**src/rtl/ssr_pkg.sv**
```systemverilog
// Constants, types and helpers shared by the setpoint select and ramp block
package ssr_pkg;

   // ----------------------------------------------------------------
   // Widths
   // ----------------------------------------------------------------
   localparam int PV_W     = 16;
   localparam int RATE_W   = 14;
   localparam int FRAC_W   = 20;
   localparam int GRP_W    = 4;
   localparam int FUNC_W   = 5;
   localparam int N_DI     = 5;
   localparam int TBL_AW   = 4;
   localparam int TBL_SIZE = 9;

   // ----------------------------------------------------------------
   // Group numbers and reset values
   // ----------------------------------------------------------------
   localparam logic [GRP_W-1:0]  GRP_MIN        = 4'h1;
   localparam logic [GRP_W-1:0]  GRP_MAX        = 4'h8;
   localparam logic [GRP_W-1:0]  GRP_RESET      = 4'h1;
   localparam logic [TBL_AW-1:0] TBL_REMOTE_IDX = 4'h0;
   localparam int                DISP_GRP_BIT   = 2;
   localparam logic [RATE_W-1:0] RATE_MAX       = 14'h270f;

   // ----------------------------------------------------------------
   // Contact function codes
   // ----------------------------------------------------------------
   localparam logic [FUNC_W-1:0] DI_FUNC_NONE = 5'h00;
   localparam logic [FUNC_W-1:0] DI_FUNC_W1   = 5'h01;
   localparam logic [FUNC_W-1:0] DI_FUNC_W2   = 5'h02;
   localparam logic [FUNC_W-1:0] DI_FUNC_W4   = 5'h03;

   // ----------------------------------------------------------------
   // Ramp type and time unit
   // ----------------------------------------------------------------
   typedef enum logic [1:0] {SSR_RT_STD, SSR_RT_MULTI, SSR_RT_STEP_STOP, SSR_RT_STEP_RESUME} ssr_ramp_type_t;
   localparam logic [1:0] RAMP_TYPE_RESET = 2'h0;
   localparam logic [1:0] UNIT_PER_SEC    = 2'h0;
   localparam logic [1:0] UNIT_PER_MIN    = 2'h1;
   localparam logic [1:0] UNIT_PER_HOUR   = 2'h2;
   localparam logic [1:0] UNIT_RESET      = 2'h1;

   // ----------------------------------------------------------------
   // Timing: rate is in tenths of a process value step per time unit
   // ----------------------------------------------------------------
   localparam int TICK_PERIOD_MS = 100;
   localparam int SEC_PER_MIN    = 60;
   localparam int SEC_PER_HOUR   = 3600;
   localparam int RATE_FINE_DIV  = 10;
   localparam int DIV_SEC  = RATE_FINE_DIV * 1000 / TICK_PERIOD_MS;
   localparam int DIV_MIN  = DIV_SEC * SEC_PER_MIN;
   localparam int DIV_HOUR = DIV_SEC * SEC_PER_HOUR;

   typedef enum logic {SSR_HOLD, SSR_RAMP} ssr_state_t;

   // Fraction needed per whole process value step
   function automatic logic [FRAC_W-1:0] ssr_unit_div(input logic [1:0] unit);
      if (unit == UNIT_PER_SEC) begin
         return FRAC_W'(DIV_SEC);
      end else if (unit == UNIT_PER_HOUR) begin
         return FRAC_W'(DIV_HOUR);
      end else begin
         return FRAC_W'(DIV_MIN);
      end
   endfunction

   // Rate clipped to its legal range
   function automatic logic [RATE_W-1:0] ssr_rate_clip(input logic [RATE_W-1:0] r);
      return (r > RATE_MAX) ? RATE_MAX : r;
   endfunction

   // Group count forced into 1..8
   function automatic logic [GRP_W-1:0] ssr_count_clip(input logic [GRP_W-1:0] c);
      if (c < GRP_MIN) begin
         return GRP_MIN;
      end else if (c > GRP_MAX) begin
         return GRP_MAX;
      end else begin
         return c;
      end
   endfunction

   // Selection weight of one contact
   function automatic logic [GRP_W-1:0] ssr_di_weight(input logic [FUNC_W-1:0] f, input logic on);
      if (!on) begin
         return 4'h0;
      end else if (f == DI_FUNC_W1) begin
         return 4'h1;
      end else if (f == DI_FUNC_W2) begin
         return 4'h2;
      end else if (f == DI_FUNC_W4) begin
         return 4'h4;
      end else begin
         return 4'h0;
      end
   endfunction

endpackage

```
**src/rtl/ssr_group_table.sv**
```systemverilog
// Table of control parameter group numbers, remote entry plus eight local
`timescale 1ns/10ps
`default_nettype none
module ssr_group_table
   import ssr_pkg::*;
(
   input  wire logic              clk_i,
   input  wire logic              arst_n_i,
   input  wire logic              wr_i,
   input  wire logic [TBL_AW-1:0] wr_addr_i,
   input  wire logic [GRP_W-1:0]  wr_data_i,
   input  wire logic [TBL_AW-1:0] rd_addr_i,
   output var  logic [GRP_W-1:0]  rd_data_o
);

   logic [GRP_W-1:0] mem_reg [TBL_SIZE];
   logic             wr_ok;

   assign wr_ok = wr_i && (wr_addr_i < TBL_AW'(TBL_SIZE))
                  && (wr_data_i >= GRP_MIN) && (wr_data_i <= GRP_MAX);

   always_ff @(posedge clk_i or negedge arst_n_i) begin
      if (!arst_n_i) begin
         for (int i = 0; i < TBL_SIZE; i++) begin
            mem_reg[i] <= GRP_RESET;
         end
      end else if (wr_ok) begin
         mem_reg[wr_addr_i] <= wr_data_i; // [RULE1]
      end
   end

   always_ff @(posedge clk_i or negedge arst_n_i) begin
      if (!arst_n_i) begin
         rd_data_o <= GRP_RESET;
      end else if (rd_addr_i < TBL_AW'(TBL_SIZE)) begin
         rd_data_o <= mem_reg[rd_addr_i];
      end
   end

endmodule
`default_nettype wire

```
**src/rtl/ssr_setpoint_select_ramp.sv**
```systemverilog
// Local group selection, parameter group lookup and setpoint rate limiter
// Function
// RULE1: Nine parameter group numbers, 1 to 8, default 1
// RULE2: Manual group set only if displayable, no contacts
// RULE3: Displayable when count at least 2, bit 2
// RULE4: Contact codes 0 none, 1/2/3 weights 1/2/4
// RULE5: Contact adds weight when on, zero when off
// RULE6: Group equals contact sum plus one
// RULE7: Contact group saturates at configured count
// RULE8: Count of one ignores contact selection
// RULE9: Unit code 0 second, 1 minute, 2 hour
// RULE10: Separate rise/fall rates, zero disables that direction
// RULE11: Rates apply only for standard ramp type
// RULE12: Zero-rate direction changes apply at once
// RULE13: Restart ramp from process value on events
// RULE14: Restart only if direction rate is nonzero
// RULE15: Remote setpoint is never rate limited
// RULE16: Rate is one decimal finer than process value
// RULE17: Ramp type codes 0 to 3, default 0
// RULE18: Local group count 1 to 8, default 1
// RULE19: Step toward target per tick, stop exactly
// RULE20: Output parameter group of active source
`timescale 1ns/10ps
`default_nettype none
module ssr_setpoint_select_ramp
   import ssr_pkg::*;
(
   input  wire logic                    clk_i,
   input  wire logic                    arst_n_i,
   input  wire logic                    sample_tick_i,
   input  wire logic [GRP_W-1:0]        local_group_count_i,
   input  wire logic [7:0]              display_config_i,
   input  wire logic [1:0]              ramp_type_i,
   input  wire logic [1:0]              ramp_time_unit_i,
   input  wire logic [RATE_W-1:0]       rise_rate_i,
   input  wire logic [RATE_W-1:0]       fall_rate_i,
   input  wire logic [N_DI-1:0]         contact_i,
   input  wire logic [FUNC_W-1:0]       contact1_func_i,
   input  wire logic [FUNC_W-1:0]       contact2_func_i,
   input  wire logic [FUNC_W-1:0]       contact3_func_i,
   input  wire logic [FUNC_W-1:0]       contact4_func_i,
   input  wire logic [FUNC_W-1:0]       contact5_func_i,
   input  wire logic                    group_set_i,
   input  wire logic [GRP_W-1:0]        group_set_value_i,
   input  wire logic                    param_group_wr_i,
   input  wire logic [TBL_AW-1:0]       param_group_addr_i,
   input  wire logic [GRP_W-1:0]        param_group_value_i,
   input  wire logic                    remote_mode_i,
   input  wire logic signed [PV_W-1:0]  remote_setpoint_i,
   input  wire logic signed [PV_W-1:0]  local_setpoint_i,
   input  wire logic signed [PV_W-1:0]  process_value_i,
   input  wire logic                    run_i,
   input  wire logic                    auto_i,
   input  wire logic                    autotune_i,
   output var  logic [GRP_W-1:0]        active_group_o,
   output logic                         group_displayable_o,
   output logic                         group_settable_o,
   output var  logic [GRP_W-1:0]        control_param_group_o,
   output var  logic signed [PV_W-1:0]  setpoint_o,
   output logic                         ramping_o
);

   // ----------------------------------------------------------------
   // Group selection
   // ----------------------------------------------------------------
   logic [FUNC_W-1:0] func_w [N_DI];
   logic [GRP_W-1:0]  count_w;
   logic [GRP_W+1:0]  di_sum_w;
   logic [GRP_W+1:0]  di_grp_w;
   logic              di_assigned_w;
   logic [GRP_W-1:0]  sel_w;
   logic [GRP_W-1:0]  manual_group_reg;

   assign func_w[0] = contact1_func_i;
   assign func_w[1] = contact2_func_i;
   assign func_w[2] = contact3_func_i;
   assign func_w[3] = contact4_func_i;
   assign func_w[4] = contact5_func_i;
   assign count_w   = ssr_count_clip(local_group_count_i); // [RULE18]

   always_comb begin
      di_sum_w      = '0;
      di_assigned_w = 1'b0;
      for (int i = 0; i < N_DI; i++) begin
         di_sum_w = di_sum_w + (GRP_W+2)'(ssr_di_weight(func_w[i], contact_i[i])); // [RULE4] [RULE5]
         if (func_w[i] == DI_FUNC_W1 || func_w[i] == DI_FUNC_W2 || func_w[i] == DI_FUNC_W4) begin
            di_assigned_w = 1'b1; // [RULE4]
         end
      end
   end

   assign di_grp_w = di_sum_w + (GRP_W+2)'(GRP_MIN); // [RULE6]

   assign group_displayable_o = (count_w >= 4'h2) && display_config_i[DISP_GRP_BIT]; // [RULE3]
   assign group_settable_o    = group_displayable_o && !di_assigned_w; // [RULE2]

   always_ff @(posedge clk_i or negedge arst_n_i) begin
      if (!arst_n_i) begin
         manual_group_reg <= GRP_RESET;
      end else if (group_set_i && group_settable_o && group_set_value_i >= GRP_MIN
                   && group_set_value_i <= count_w) begin
         manual_group_reg <= group_set_value_i; // [RULE2]
      end
   end

   always_comb begin
      if (di_assigned_w && count_w != GRP_MIN) begin
         if (di_grp_w > (GRP_W+2)'(count_w)) begin
            sel_w = count_w; // [RULE7]
         end else begin
            sel_w = di_grp_w[GRP_W-1:0]; // [RULE6]
         end
      end else if (count_w == GRP_MIN) begin
         sel_w = GRP_MIN; // [RULE8]
      end else if (manual_group_reg > count_w) begin
         sel_w = count_w;
      end else begin
         sel_w = manual_group_reg;
      end
   end

   always_ff @(posedge clk_i or negedge arst_n_i) begin
      if (!arst_n_i) begin
         active_group_o <= GRP_RESET;
      end else begin
         active_group_o <= sel_w;
      end
   end

   // ----------------------------------------------------------------
   // Parameter group of the active source
   // ----------------------------------------------------------------
   logic [TBL_AW-1:0] tbl_rd_addr_w;

   assign tbl_rd_addr_w = remote_mode_i ? TBL_REMOTE_IDX : TBL_AW'(active_group_o); // [RULE20]

   ssr_group_table u_table (
      .clk_i     (clk_i),
      .arst_n_i  (arst_n_i),
      .wr_i      (param_group_wr_i),
      .wr_addr_i (param_group_addr_i),
      .wr_data_i (param_group_value_i),
      .rd_addr_i (tbl_rd_addr_w),
      .rd_data_o (control_param_group_o)
   );

   // ----------------------------------------------------------------
   // Restart events
   // ----------------------------------------------------------------
   logic power_up_reg;
   logic run_reg;
   logic auto_reg;
   logic at_reg;
   logic restart_w;

   always_ff @(posedge clk_i or negedge arst_n_i) begin
      if (!arst_n_i) begin
         power_up_reg <= 1'b1;
         run_reg      <= 1'b0;
         auto_reg     <= 1'b0;
         at_reg       <= 1'b0;
      end else begin
         power_up_reg <= 1'b0;
         run_reg      <= run_i;
         auto_reg     <= auto_i;
         at_reg       <= autotune_i;
      end
   end

   assign restart_w = power_up_reg // [RULE13]
                      || (!run_reg && run_i && auto_i)
                      || (run_i && !auto_reg && auto_i)
                      || (at_reg && !autotune_i);

   // ----------------------------------------------------------------
   // Ramp
   // ----------------------------------------------------------------
   ssr_state_t               state_reg;
   logic signed [PV_W-1:0]   target_w;
   logic [RATE_W-1:0]        rise_w;
   logic [RATE_W-1:0]        fall_w;
   logic [RATE_W-1:0]        rate_w;
   logic [RATE_W-1:0]        pv_rate_w;
   logic [FRAC_W-1:0]        div_w;
   logic                     bypass_w;
   logic                     up_w;
   logic                     step_w;
   logic [FRAC_W-1:0]        frac_reg;
   logic [FRAC_W-1:0]        frac_next;
   logic signed [PV_W-1:0]   sp_next;
   ssr_state_t               state_next;

   assign target_w  = remote_mode_i ? remote_setpoint_i : local_setpoint_i;
   assign rise_w    = ssr_rate_clip(rise_rate_i); // [RULE10]
   assign fall_w    = ssr_rate_clip(fall_rate_i); // [RULE10]
   assign bypass_w  = remote_mode_i || (ramp_type_i != 2'(SSR_RT_STD)); // [RULE15] [RULE11] [RULE17]
   assign up_w      = target_w > setpoint_o;
   assign rate_w    = up_w ? rise_w : fall_w; // [RULE12]
   assign pv_rate_w = (target_w > process_value_i) ? rise_w : fall_w; // [RULE14]
   assign div_w     = ssr_unit_div(ramp_time_unit_i); // [RULE9] [RULE16]
   assign step_w    = frac_reg >= div_w; // [RULE19]

   always_comb begin
      sp_next    = setpoint_o;
      frac_next  = frac_reg;
      state_next = state_reg;
      if (bypass_w) begin
         sp_next    = target_w; // [RULE15] [RULE11]
         frac_next  = '0;
         state_next = SSR_HOLD;
      end else if (restart_w) begin
         frac_next = '0;
         if (pv_rate_w != '0 && process_value_i != target_w) begin
            sp_next    = process_value_i; // [RULE13] [RULE14]
            state_next = SSR_RAMP;
         end else begin
            sp_next    = target_w; // [RULE14]
            state_next = SSR_HOLD;
         end
      end else if (setpoint_o == target_w) begin
         frac_next  = '0;
         state_next = SSR_HOLD;
      end else if (rate_w == '0) begin
         sp_next    = target_w; // [RULE12] [RULE10]
         frac_next  = '0;
         state_next = SSR_HOLD;
      end else begin
         state_next = SSR_RAMP;
         frac_next  = frac_reg + (sample_tick_i ? FRAC_W'(rate_w) : '0) - (step_w ? div_w : '0);
         if (step_w) begin
            sp_next = up_w ? setpoint_o + 16'sh0001 : setpoint_o - 16'sh0001; // [RULE19]
            if (sp_next == target_w) begin
               frac_next  = '0;
               state_next = SSR_HOLD;
            end
         end
      end
   end

   always_ff @(posedge clk_i or negedge arst_n_i) begin
      if (!arst_n_i) begin
         setpoint_o <= '0;
      end else begin
         setpoint_o <= sp_next;
      end
   end

   always_ff @(posedge clk_i or negedge arst_n_i) begin
      if (!arst_n_i) begin
         frac_reg <= '0;
      end else begin
         frac_reg <= frac_next;
      end
   end

   always_ff @(posedge clk_i or negedge arst_n_i) begin
      if (!arst_n_i) begin
         state_reg <= SSR_HOLD;
      end else begin
         case (state_next)
            SSR_RAMP: state_reg <= SSR_RAMP;
            default:  state_reg <= SSR_HOLD;
         endcase
      end
   end

   assign ramping_o = (state_reg == SSR_RAMP);
endmodule
`default_nettype wire

```
**config.mk**
```make
export PLATFORM = sky130hd
export DESIGN_NAME = ssr_setpoint_select_ramp
export DESIGN_NICKNAME = d
export VERILOG_FILES = /design/src/rtl/ssr_pkg.sv /design/src/rtl/ssr_group_table.sv /design/src/rtl/ssr_setpoint_select_ramp.sv
export SDC_FILE = /design/constraint.sdc
export NUM_CORES = 1
export LEC_CHECK = 0
export ABC_CLOCK_PERIOD_IN_PS = 5400
export CORE_AREA = 8 8 133 135
export CTS_CLUSTER_DIAMETER = 120
export CTS_CLUSTER_SIZE = 28
export DETAILED_ROUTE_END_ITERATION = 6
export DIE_AREA = 0 0 141 143
export DONT_BUFFER_PORTS = 1
export HOLD_SLACK_MARGIN = 0.03
export PLACE_DENSITY = 0.88
export SYNTH_ARGS = -nofsm -noshare
export SYNTH_HDL_FRONTEND = slang
export SYNTH_SLANG_ARGS = --single-unit
```
**constraint.sdc**
```tcl
create_clock -name clk_i -period 5.4 [get_ports clk_i]
set_clock_uncertainty 0.2 [all_clocks]
set_input_delay 0 -clock clk_i [delete_from_list [all_inputs] [get_ports clk_i]]
set_output_delay 0 -clock clk_i [all_outputs]
set_load 0.02 [all_outputs]
```
After elaboration in Yosys (flattened, before gate mapping)
Cells that the tools add are included.
{"block": "classes", "n_eq_ne": 22, "reduce_logical": 40, "order_cmp": 19, "n_addsub": 9, "bitwise": 2, "muxes": 68}
{"op": "$mux 20", "n": 7}
{"op": "$mux 16", "n": 8}
{"op": "$mux 14", "n": 5}
{"op": "$mux 3", "n": 19}
{"op": "$eq 5x2->1 const B", "n": 10}
{"op": "$mux 4", "n": 11}
{"op": "$mux 19", "n": 2}
{"op": "$bwmux 36", "n": 1}
{"op": "$eq 16x16->1", "n": 2}
{"op": "$gt 16x16->1", "n": 2}
{"op": "$gt 14x14->1 const B", "n": 2}
{"op": "$eq 5x1->1 const B", "n": 5}
{"op": "$add 20x14->20", "n": 1}
{"op": "$ge 20x20->1", "n": 1}
{"op": "$sub 20x20->20", "n": 1}
{"op": "$add 16x2->16 const B", "n": 1}
{"op": "$bmux 4 s4", "n": 1}
{"op": "$demux 4 s4", "n": 1}
{"op": "$logic_and 1x1->1", "n": 16}
{"op": "$ne 16x16->1", "n": 1}
{"op": "$sub 16x2->16 const B", "n": 1}
{"op": "$logic_not 14->1", "n": 1}
{"op": "$logic_or 1x1->1", "n": 14}
{"op": "$reduce_bool 14->1", "n": 1}
{"op": "other kinds (26)", "n": 46}
{"block": "totals", "register_bits": 89, "in_bits": 143, "word_cells": 179, "out_inout_bits": 27}

Longest topological paths before layout
{"block": "logic_depth", "ltp_word": 13, "ltp_mapped": 28}

By module
From an unflattened synthesis, not the netlist that was laid out.
{"block": "unflattened", "cells_unflattened": 1002, "area_unflattened_um2": 9140.0}
{"mod": "ssr_setpoint_select_ramp", "instances": 1, "cells_each": 849, "seq_area_each_um2": 1229.9, "area_per_inst_um2": 7038.0}
{"mod": "ssr_group_table", "instances": 1, "cells_each": 153, "seq_area_each_um2": 1013.5, "area_per_inst_um2": 2102.0}

Least setup slack after synthesis
Ideal clock, no wire load.
{"block": "synth_timing", "kind": "input -> register", "start": "input port remote_mode_i", "end": "register frac_reg[19]", "path_stages": 25, "setup_slack_ns": -0.642, "arrival_time_ns": 5.721, "path_cell_list": "buf_2 -> buf_2 -> mux2i_1 -> inv_1 -> ha_1 -> nand4_2 -> or4_1 -> buf_2 -> nand2_1 -> a21oi_1 -> or2_2 -> clkbuf_1 -> inv_1 -> a31oi_1 -> nor2b_1 -> fa_1 -> ha_1 -> a21o_1 -> a21oi_1 -> nand2b_1 -> a41o_1 -> a2111oi_0 -> o41ai_1 -> a2111oi_0 -> and4b_1"}
{"block": "synth_between", "elab_chain_len": 12, "elab_cells_between_ends": 17}
{"element": "start, declared", "line_no": "ssr_setpoint_select_ramp.sv:48", "source": "input wire logic remote_mode_i,"}
{"element": "$mux 16", "line_no": "ssr_setpoint_select_ramp.sv:193", "source": "assign target_w = remote_mode_i ? remote_setpoint_i : local_setpoint_i;"}
{"element": "$gt 16x16->1", "line_no": "ssr_setpoint_select_ramp.sv:197", "source": "assign up_w = target_w > setpoint_o;"}
{"element": "$mux 14", "line_no": "ssr_setpoint_select_ramp.sv:198", "source": "assign rate_w = up_w ? rise_w : fall_w;"}
{"element": "$mux 14", "line_no": "ssr_setpoint_select_ramp.sv:229", "source": "frac_next = frac_reg + (sample_tick_i ? FRAC_W'(rate_w) : '0) - (step_w ? div_w : '0);"}
{"element": "$add 20x14->20", "line_no": "ssr_setpoint_select_ramp.sv:229"}
{"element": "$sub 20x20->20", "line_no": "ssr_setpoint_select_ramp.sv:229"}
{"element": "$mux 20", "line_no": "ssr_setpoint_select_ramp.sv:232", "source": "if (sp_next == target_w) begin"}
{"element": "$mux 20", "line_no": "ssr_setpoint_select_ramp.sv:230", "source": "if (step_w) begin"}
{"element": "$mux 20", "line_no": "ssr_setpoint_select_ramp.sv:223", "source": "end else if (rate_w == '0) begin"}
{"element": "$mux 20", "line_no": "ssr_setpoint_select_ramp.sv:220", "source": "end else if (setpoint_o == target_w) begin"}
{"element": "$mux 20", "line_no": "ssr_setpoint_select_ramp.sv:211", "source": "end else if (restart_w) begin"}
{"element": "$mux 20 *", "line_no": "ssr_setpoint_select_ramp.sv:207", "source": "if (bypass_w) begin"}
{"element": "named net frac_next[19]", "line_no": "ssr_setpoint_select_ramp.sv:189", "source": "logic [FRAC_W-1:0] frac_next;"}
{"element": "end signal, assigned", "line_no": "ssr_setpoint_select_ramp.sv:252", "source": "frac_reg <= frac_next;"}
{"element": "end, declared", "line_no": "ssr_setpoint_select_ramp.sv:188", "source": "logic [FRAC_W-1:0] frac_reg;"}
Mark *: on every way through the listed nets, which the timed path passes. The rest lies on a longest branch.
A chain may end at the register's enable or synchronous reset.

Worst setup path after layout
{"block": "layout_timing", "start": "register setpoint_o[8]", "end": "register frac_reg[19]"}
{"block": "layout_between", "elab_chain_len": 11, "elab_cells_between_ends": 17}
{"element": "start, declared", "line_no": "ssr_setpoint_select_ramp.sv:59", "source": "output var logic signed [PV_W-1:0] setpoint_o,"}
{"element": "start signal, assigned", "line_no": "ssr_setpoint_select_ramp.sv:244", "source": "setpoint_o <= sp_next;"}
{"element": "$gt 16x16->1", "line_no": "ssr_setpoint_select_ramp.sv:197"}
{"element": "$mux 14", "line_no": "ssr_setpoint_select_ramp.sv:198"}
{"element": "$mux 14", "line_no": "ssr_setpoint_select_ramp.sv:229"}
{"element": "$add 20x14->20", "line_no": "ssr_setpoint_select_ramp.sv:229"}
{"element": "$sub 20x20->20", "line_no": "ssr_setpoint_select_ramp.sv:229"}
{"element": "$mux 20", "line_no": "ssr_setpoint_select_ramp.sv:232"}
{"element": "$mux 20", "line_no": "ssr_setpoint_select_ramp.sv:230"}
{"element": "$mux 20", "line_no": "ssr_setpoint_select_ramp.sv:223"}
{"element": "$mux 20 *", "line_no": "ssr_setpoint_select_ramp.sv:220"}
{"element": "$mux 20 *", "line_no": "ssr_setpoint_select_ramp.sv:211"}
{"element": "$mux 20 *", "line_no": "ssr_setpoint_select_ramp.sv:207"}
{"element": "named net frac_next[19]", "line_no": "ssr_setpoint_select_ramp.sv:189"}
Marked as above.

==> reports/results.md <==
| Stage | Parameter | Value |
| --- | --- | --- |
| run status | Status | completed |
| synth | Post-synthesis register bit count | 89 |
| detailed routing | Detailed-route via count | 9,131 |
| timing | Post-Route Setup TNS | 0 ns |
| finish | Non-filler instance count after layout | 1,364 |
| worst setup path | Critical Path Slowest Stage Cell | sky130_fd_sc_hd__fa_1 |
| finish | Net count reported at finish | 1,400 |
| synth | Seq/Total Area, Yosys | 24.7% |
| finish | Fillers | 1,050 |
| grt | Global-route usage over all layers | 28.2% |
| detailed routing | TritonRoute pass-1 iters | 7 |
| synth | Multiplexer area fraction after synthesis | 9.09% |
| synth | Commonest cells in the netlist | sky130_fd_sc_hd__inv_1 (101), sky130_fd_sc_hd__ha_1 (97), sky130_fd_sc_hd__dfrtp_1 (76) |
| timing | Final period util | 99.6% |
| timing | Peak clock frequency supported by timing | 186 MHz |
| synth | Post-synthesis net count | 1,275 |
| floorplan | Starting density of the core | 58.3% |
| synth | Area share of and/or/nand/nor cells after synthesis | 18.5% |
| synth | Most common cell in the netlist | sky130_fd_sc_hd__inv_1 |
| synth | Number of enable flip-flop cells after synthesis | 0 |
| detailed routing | Via density per instance | 6.69 |
| synth | Combinational family with the most area after synthesis | compound AO/OA/AOI/OAI gates |
| timing | Post-layout minimum cycle time | 5.38 ns |
| clock tree | TritonCTS clock tree | yes |
| placement | Half-perimeter wire length after detailed placement | 20,100 µm |
| synth | Share of flip-flops with an asynchronous set or reset after synthesis | 100% |
| worst setup path | Cells traversed along the worst timing path | inv_1 > ha_1 > nand4_1 > or4_4 > nand2_2 > a21oi_2 > or2_4 > and3_4 > a31oi_1 > nor2b_1 > fa_1 > ha_4 > a21o_1 > a21oi_2 > nand2b_1 > a41o_1 > a2111oi_4 > o41ai_4 > a2111oi_2 > and4b_1 |
| floorplan | Width of the chip | 141 µm |
| grt | Gr ovfl total | 0 |
| synth | Post-synthesis average cell area | 8.95 µm² |
| clock tree | Total number of H-tree levels | 3 |
| worst setup path | Destination of the worst register-to-register timing path | frac_reg[19] |
| detailed routing | Starting DRC count in detailed routing | 890 |
| clock tree | Insertion delay to the later sink of the worst-skew pair | 0.37 ns |
| worst setup path | Reg-to-reg setup timing slack | 0.02 ns |
| synth | Instance count of the mapped netlist | 1,016 |
| timing | Final count of hold timing violations | 0 |
| worst setup path | CP Capture Type | flip-flop |
| worst setup path | Source of the worst register-to-register timing path | setpoint_o[8] |
| finish | Max FFs per register | 36 |
| placement | Routability cong. | 0.949 |
| clock tree | Total CTS buffers | 9 |
| synth | Cell types occupying the most area after synthesis | sky130_fd_sc_hd__dfrtp_1 (21%), sky130_fd_sc_hd__ha_1 (13%), sky130_fd_sc_hd__mux2_2 (7.6%) |
| floorplan | Core box area | 0.0156 mm² |
| synth | Post-synthesis xor/xnor area fraction | 4.33% |
| power and ir drop | Max VDD drop | 172 µV |
| worst setup path | Dominant cell type by count on the critical path | sky130_fd_sc_hd__a21oi_2 |
| timing | Relative slew margins | 34.6% |
| synth | Yosys Warn Count | 0 |
| finish | Share of the core filled with cells in the final layout | 71.9% |
| worst setup path | Worst-path maximum fanout | 4 |
| detailed routing | DRC violations left | 0 |
| worst setup path | Arr. time, crit path | 5.43 ns |
| clock tree | CTS clock-pin slew for the worst setup and hold paths | 0.07 ns |
| power and ir drop | Total leakage power | 5.04 nW |
| placement | Worst slack, placed | -0.00728 ns |
| clock tree | CTS Root Buffer Type | sky130_fd_sc_hd__clkbuf_16 |
| synth | Most used flip-flop cell after synthesis | sky130_fd_sc_hd__dfrtp_1 |
| worst setup path | Type of the setup path with the least slack | flip-flop to flip-flop |
| floorplan | # rows | 46 |
| flow run | Number of max-capacitance violations reported | 0 |
| synth | Count of distinct cell types in the synthesized netlist | 91 |
| detailed routing | Number of nets still failing antenna checks after routing | 0 |
| clock tree | Sinks on Clock Net | 89 |
| grt | Via count of the first global-routing pass | 8,919 |
| finish | Area Growth Syn to Fin | 23.3% |
| grt | Largest net degree at the start of global routing | 90 |
| worst hold path | Path type of the worst min-delay path | input port to async pin |
| placement | Count of buffers inserted at the top-level ports | 0 |
| detailed routing | Overall routed net length | 30,700 µm |
| timing | Count of final setup violators | 0 |
| power and ir drop | Pwr Density | 369 mW/mm² |
| finish | Fraction of final layout cells with drive strength greater than 1 | 18.9% |
| timing | Unrepaired setup endpoints after global routing | true |
| timing | Final Worst Setup Slack | 0.0200 ns |
| floorplan | Die outline area | 0.0202 mm² |
| synth | Compound-cell area share of the yosys netlist | 20.3% |
| worst setup path | Depth of the worst register-to-register path | 20 |
| worst setup path | Data required, critical path | 5.45 ns |
| timing | Slew of the pin with the lowest slew margin | 0.973 ns |
| detailed routing | Routed wire length per instance | 22.5 µm |
| timing | Slew Viols, Final | 0 |
| placement | Placed cell count | 1,237 |
| worst setup path | Slowest Stage Delay on Critical Path | 0.59 ns |
| synth | Cell type with the highest aggregate area in the netlist | sky130_fd_sc_hd__dfrtp_1 |
| grt | Antenna violations before repair | 1 |
| clock tree | Clk buf depth | 2 |
| worst setup path | Startpoint class of the critical path | flip-flop |
| floorplan | Number of top-level pins | 170 |
| synth | Area share of the largest cell type after synthesis | 20.9% |
| synth | Adder-Cell Fraction of Synth Area | 17.5% |
| grt | First-pass GRT wire length | 45,500 µm |
| floorplan | Vertical die dimension | 143 µm |
| worst setup path | Critical Path Start | setpoint_o[8] |
| synth | Synth Cell Area | 0.00909 mm² |
-- stage by stage --
stage                     cell area (µm²)  power, mW  hold slack [ns]
after floorplan                      9260       2.60           -0.496
after global placement               9640       2.96           -0.490
after detailed placement             9640       3.04           -0.489
after CTS                           10800       3.84           0.0312
after global routing                11200       4.38           0.0328
final                               11200       4.14           0.0290
-- worst max path at each step --
| stage | endpoint | depth (start not counted) |
|---|---|---|
| floorplan | frac_reg[19] | 24 |
| CTS | frac_reg[19] | 20 |
| global route | frac_reg[19] | 20 |
| detailed placement | frac_reg[19] | 21 |
| global placement | frac_reg[19] | 21 |
| finish | frac_reg[19] | 20 |
-- power breakdown --
group          internal (mW)  switching [mW]  total (mW)
sequential             0.803           0.148       0.951
clock                  0.332           0.310       0.642
combinational           1.18            1.37        2.54
-- repair_timing --
action / in CTS / in global routing
hold buffers: 84 / 1
hold endpoints to repair: 160 / 1
setup buffers: 0 / 24
setup endpoints to repair: 0 / 24
resized for setup: 0 / 40
-- cells in the final DEF, fill, tap and decap left out, types with 6 or more instances in the layout --
| cell type | instances |
|---|---|
| sky130_fd_sc_hd__inv_1 | 96 |
| sky130_fd_sc_hd__ha_1 | 84 |
| sky130_fd_sc_hd__dlygate4sd3_1 | 84 |
| sky130_fd_sc_hd__dfrtp_1 | 76 |
| sky130_fd_sc_hd__nand2_1 | 72 |
| sky130_fd_sc_hd__nor2_1 | 66 |
| sky130_fd_sc_hd__mux2_2 | 56 |
| sky130_fd_sc_hd__buf_4 | 55 |
| sky130_fd_sc_hd__a21oi_1 | 47 |
| sky130_fd_sc_hd__o21ai_0 | 46 |
| sky130_fd_sc_hd__nor3_1 | 33 |
| sky130_fd_sc_hd__nand2b_1 | 22 |
| sky130_fd_sc_hd__fa_1 | 19 |
| sky130_fd_sc_hd__xnor2_1 | 17 |
| sky130_fd_sc_hd__a31oi_1 | 16 |
| sky130_fd_sc_hd__a21o_1 | 15 |
| sky130_fd_sc_hd__nand3_1 | 14 |
| sky130_fd_sc_hd__nor2b_1 | 13 |
| sky130_fd_sc_hd__ha_4 | 13 |
| sky130_fd_sc_hd__dfstp_2 | 13 |
| sky130_fd_sc_hd__o211ai_1 | 12 |
| sky130_fd_sc_hd__xor2_1 | 12 |
| sky130_fd_sc_hd__nand3b_1 | 11 |
| sky130_fd_sc_hd__or3_1 | 11 |
| sky130_fd_sc_hd__nand4_1 | 9 |
| sky130_fd_sc_hd__nor4_1 | 9 |
| sky130_fd_sc_hd__o221ai_1 | 9 |
| sky130_fd_sc_hd__a221oi_1 | 9 |
| sky130_fd_sc_hd__clkbuf_16 | 9 |
| sky130_fd_sc_hd__o21a_1 | 8 |
| sky130_fd_sc_hd__and3_1 | 8 |
| sky130_fd_sc_hd__and2_1 | 8 |
| sky130_fd_sc_hd__nand4b_1 | 7 |
| sky130_fd_sc_hd__a211oi_1 | 7 |
| sky130_fd_sc_hd__a22oi_1 | 7 |
| sky130_fd_sc_hd__a21oi_2 | 6 |
| sky130_fd_sc_hd__a211o_1 | 6 |
-- worst max-delay path, delay by kind of cell, from the launching register on --
family | cells | cell delay, ns
compound gates | 8 | 1.79
simple gates | 8 | 1.73
fa+ha+maj | 3 | 1.11
flops | 1 | 0.38
buf+inv | 1 | 0.07
-- cell type report --
class	count	area (µm²)	area share [%]
multi-input combinational	798	6710	59.9
timing repair buffer	142	1310	11.7
sequential	89	2240	20.0
antenna	2	5.00	0.0446
clock buffer	10	239	2.13
tap	216	270	2.41
clock inverter	6	51.3	0.458
inverter	101	384	3.43
-- routing by layer --
layer / part of all wire (%) / GRT usage, % / up-vias
met3: 10 / 6.24 / 163
met5: 0 / 0 / -
li1: - / - / 4015
met2: 48 / 47.0 / 603
met1: 37 / 34.8 / 4350
met4: 4.8 / 11.7 / 0
-- cells by family (layout without fill, tap and decap cells) --
| logic type | after synthesis | count (layout) |
|---|---|---|
| simple gates | 316 | 316 |
| other cells | 1 | 3 |
| buf+inv | 129 | 259 |
| fa+ha+maj | 116 | 116 |
| flops | 89 | 89 |
| mux | 70 | 70 |
| xor+xnor | 35 | 35 |
| compound gates | 260 | 260 |
Note: power is estimated with default switching activity, not from simulation.
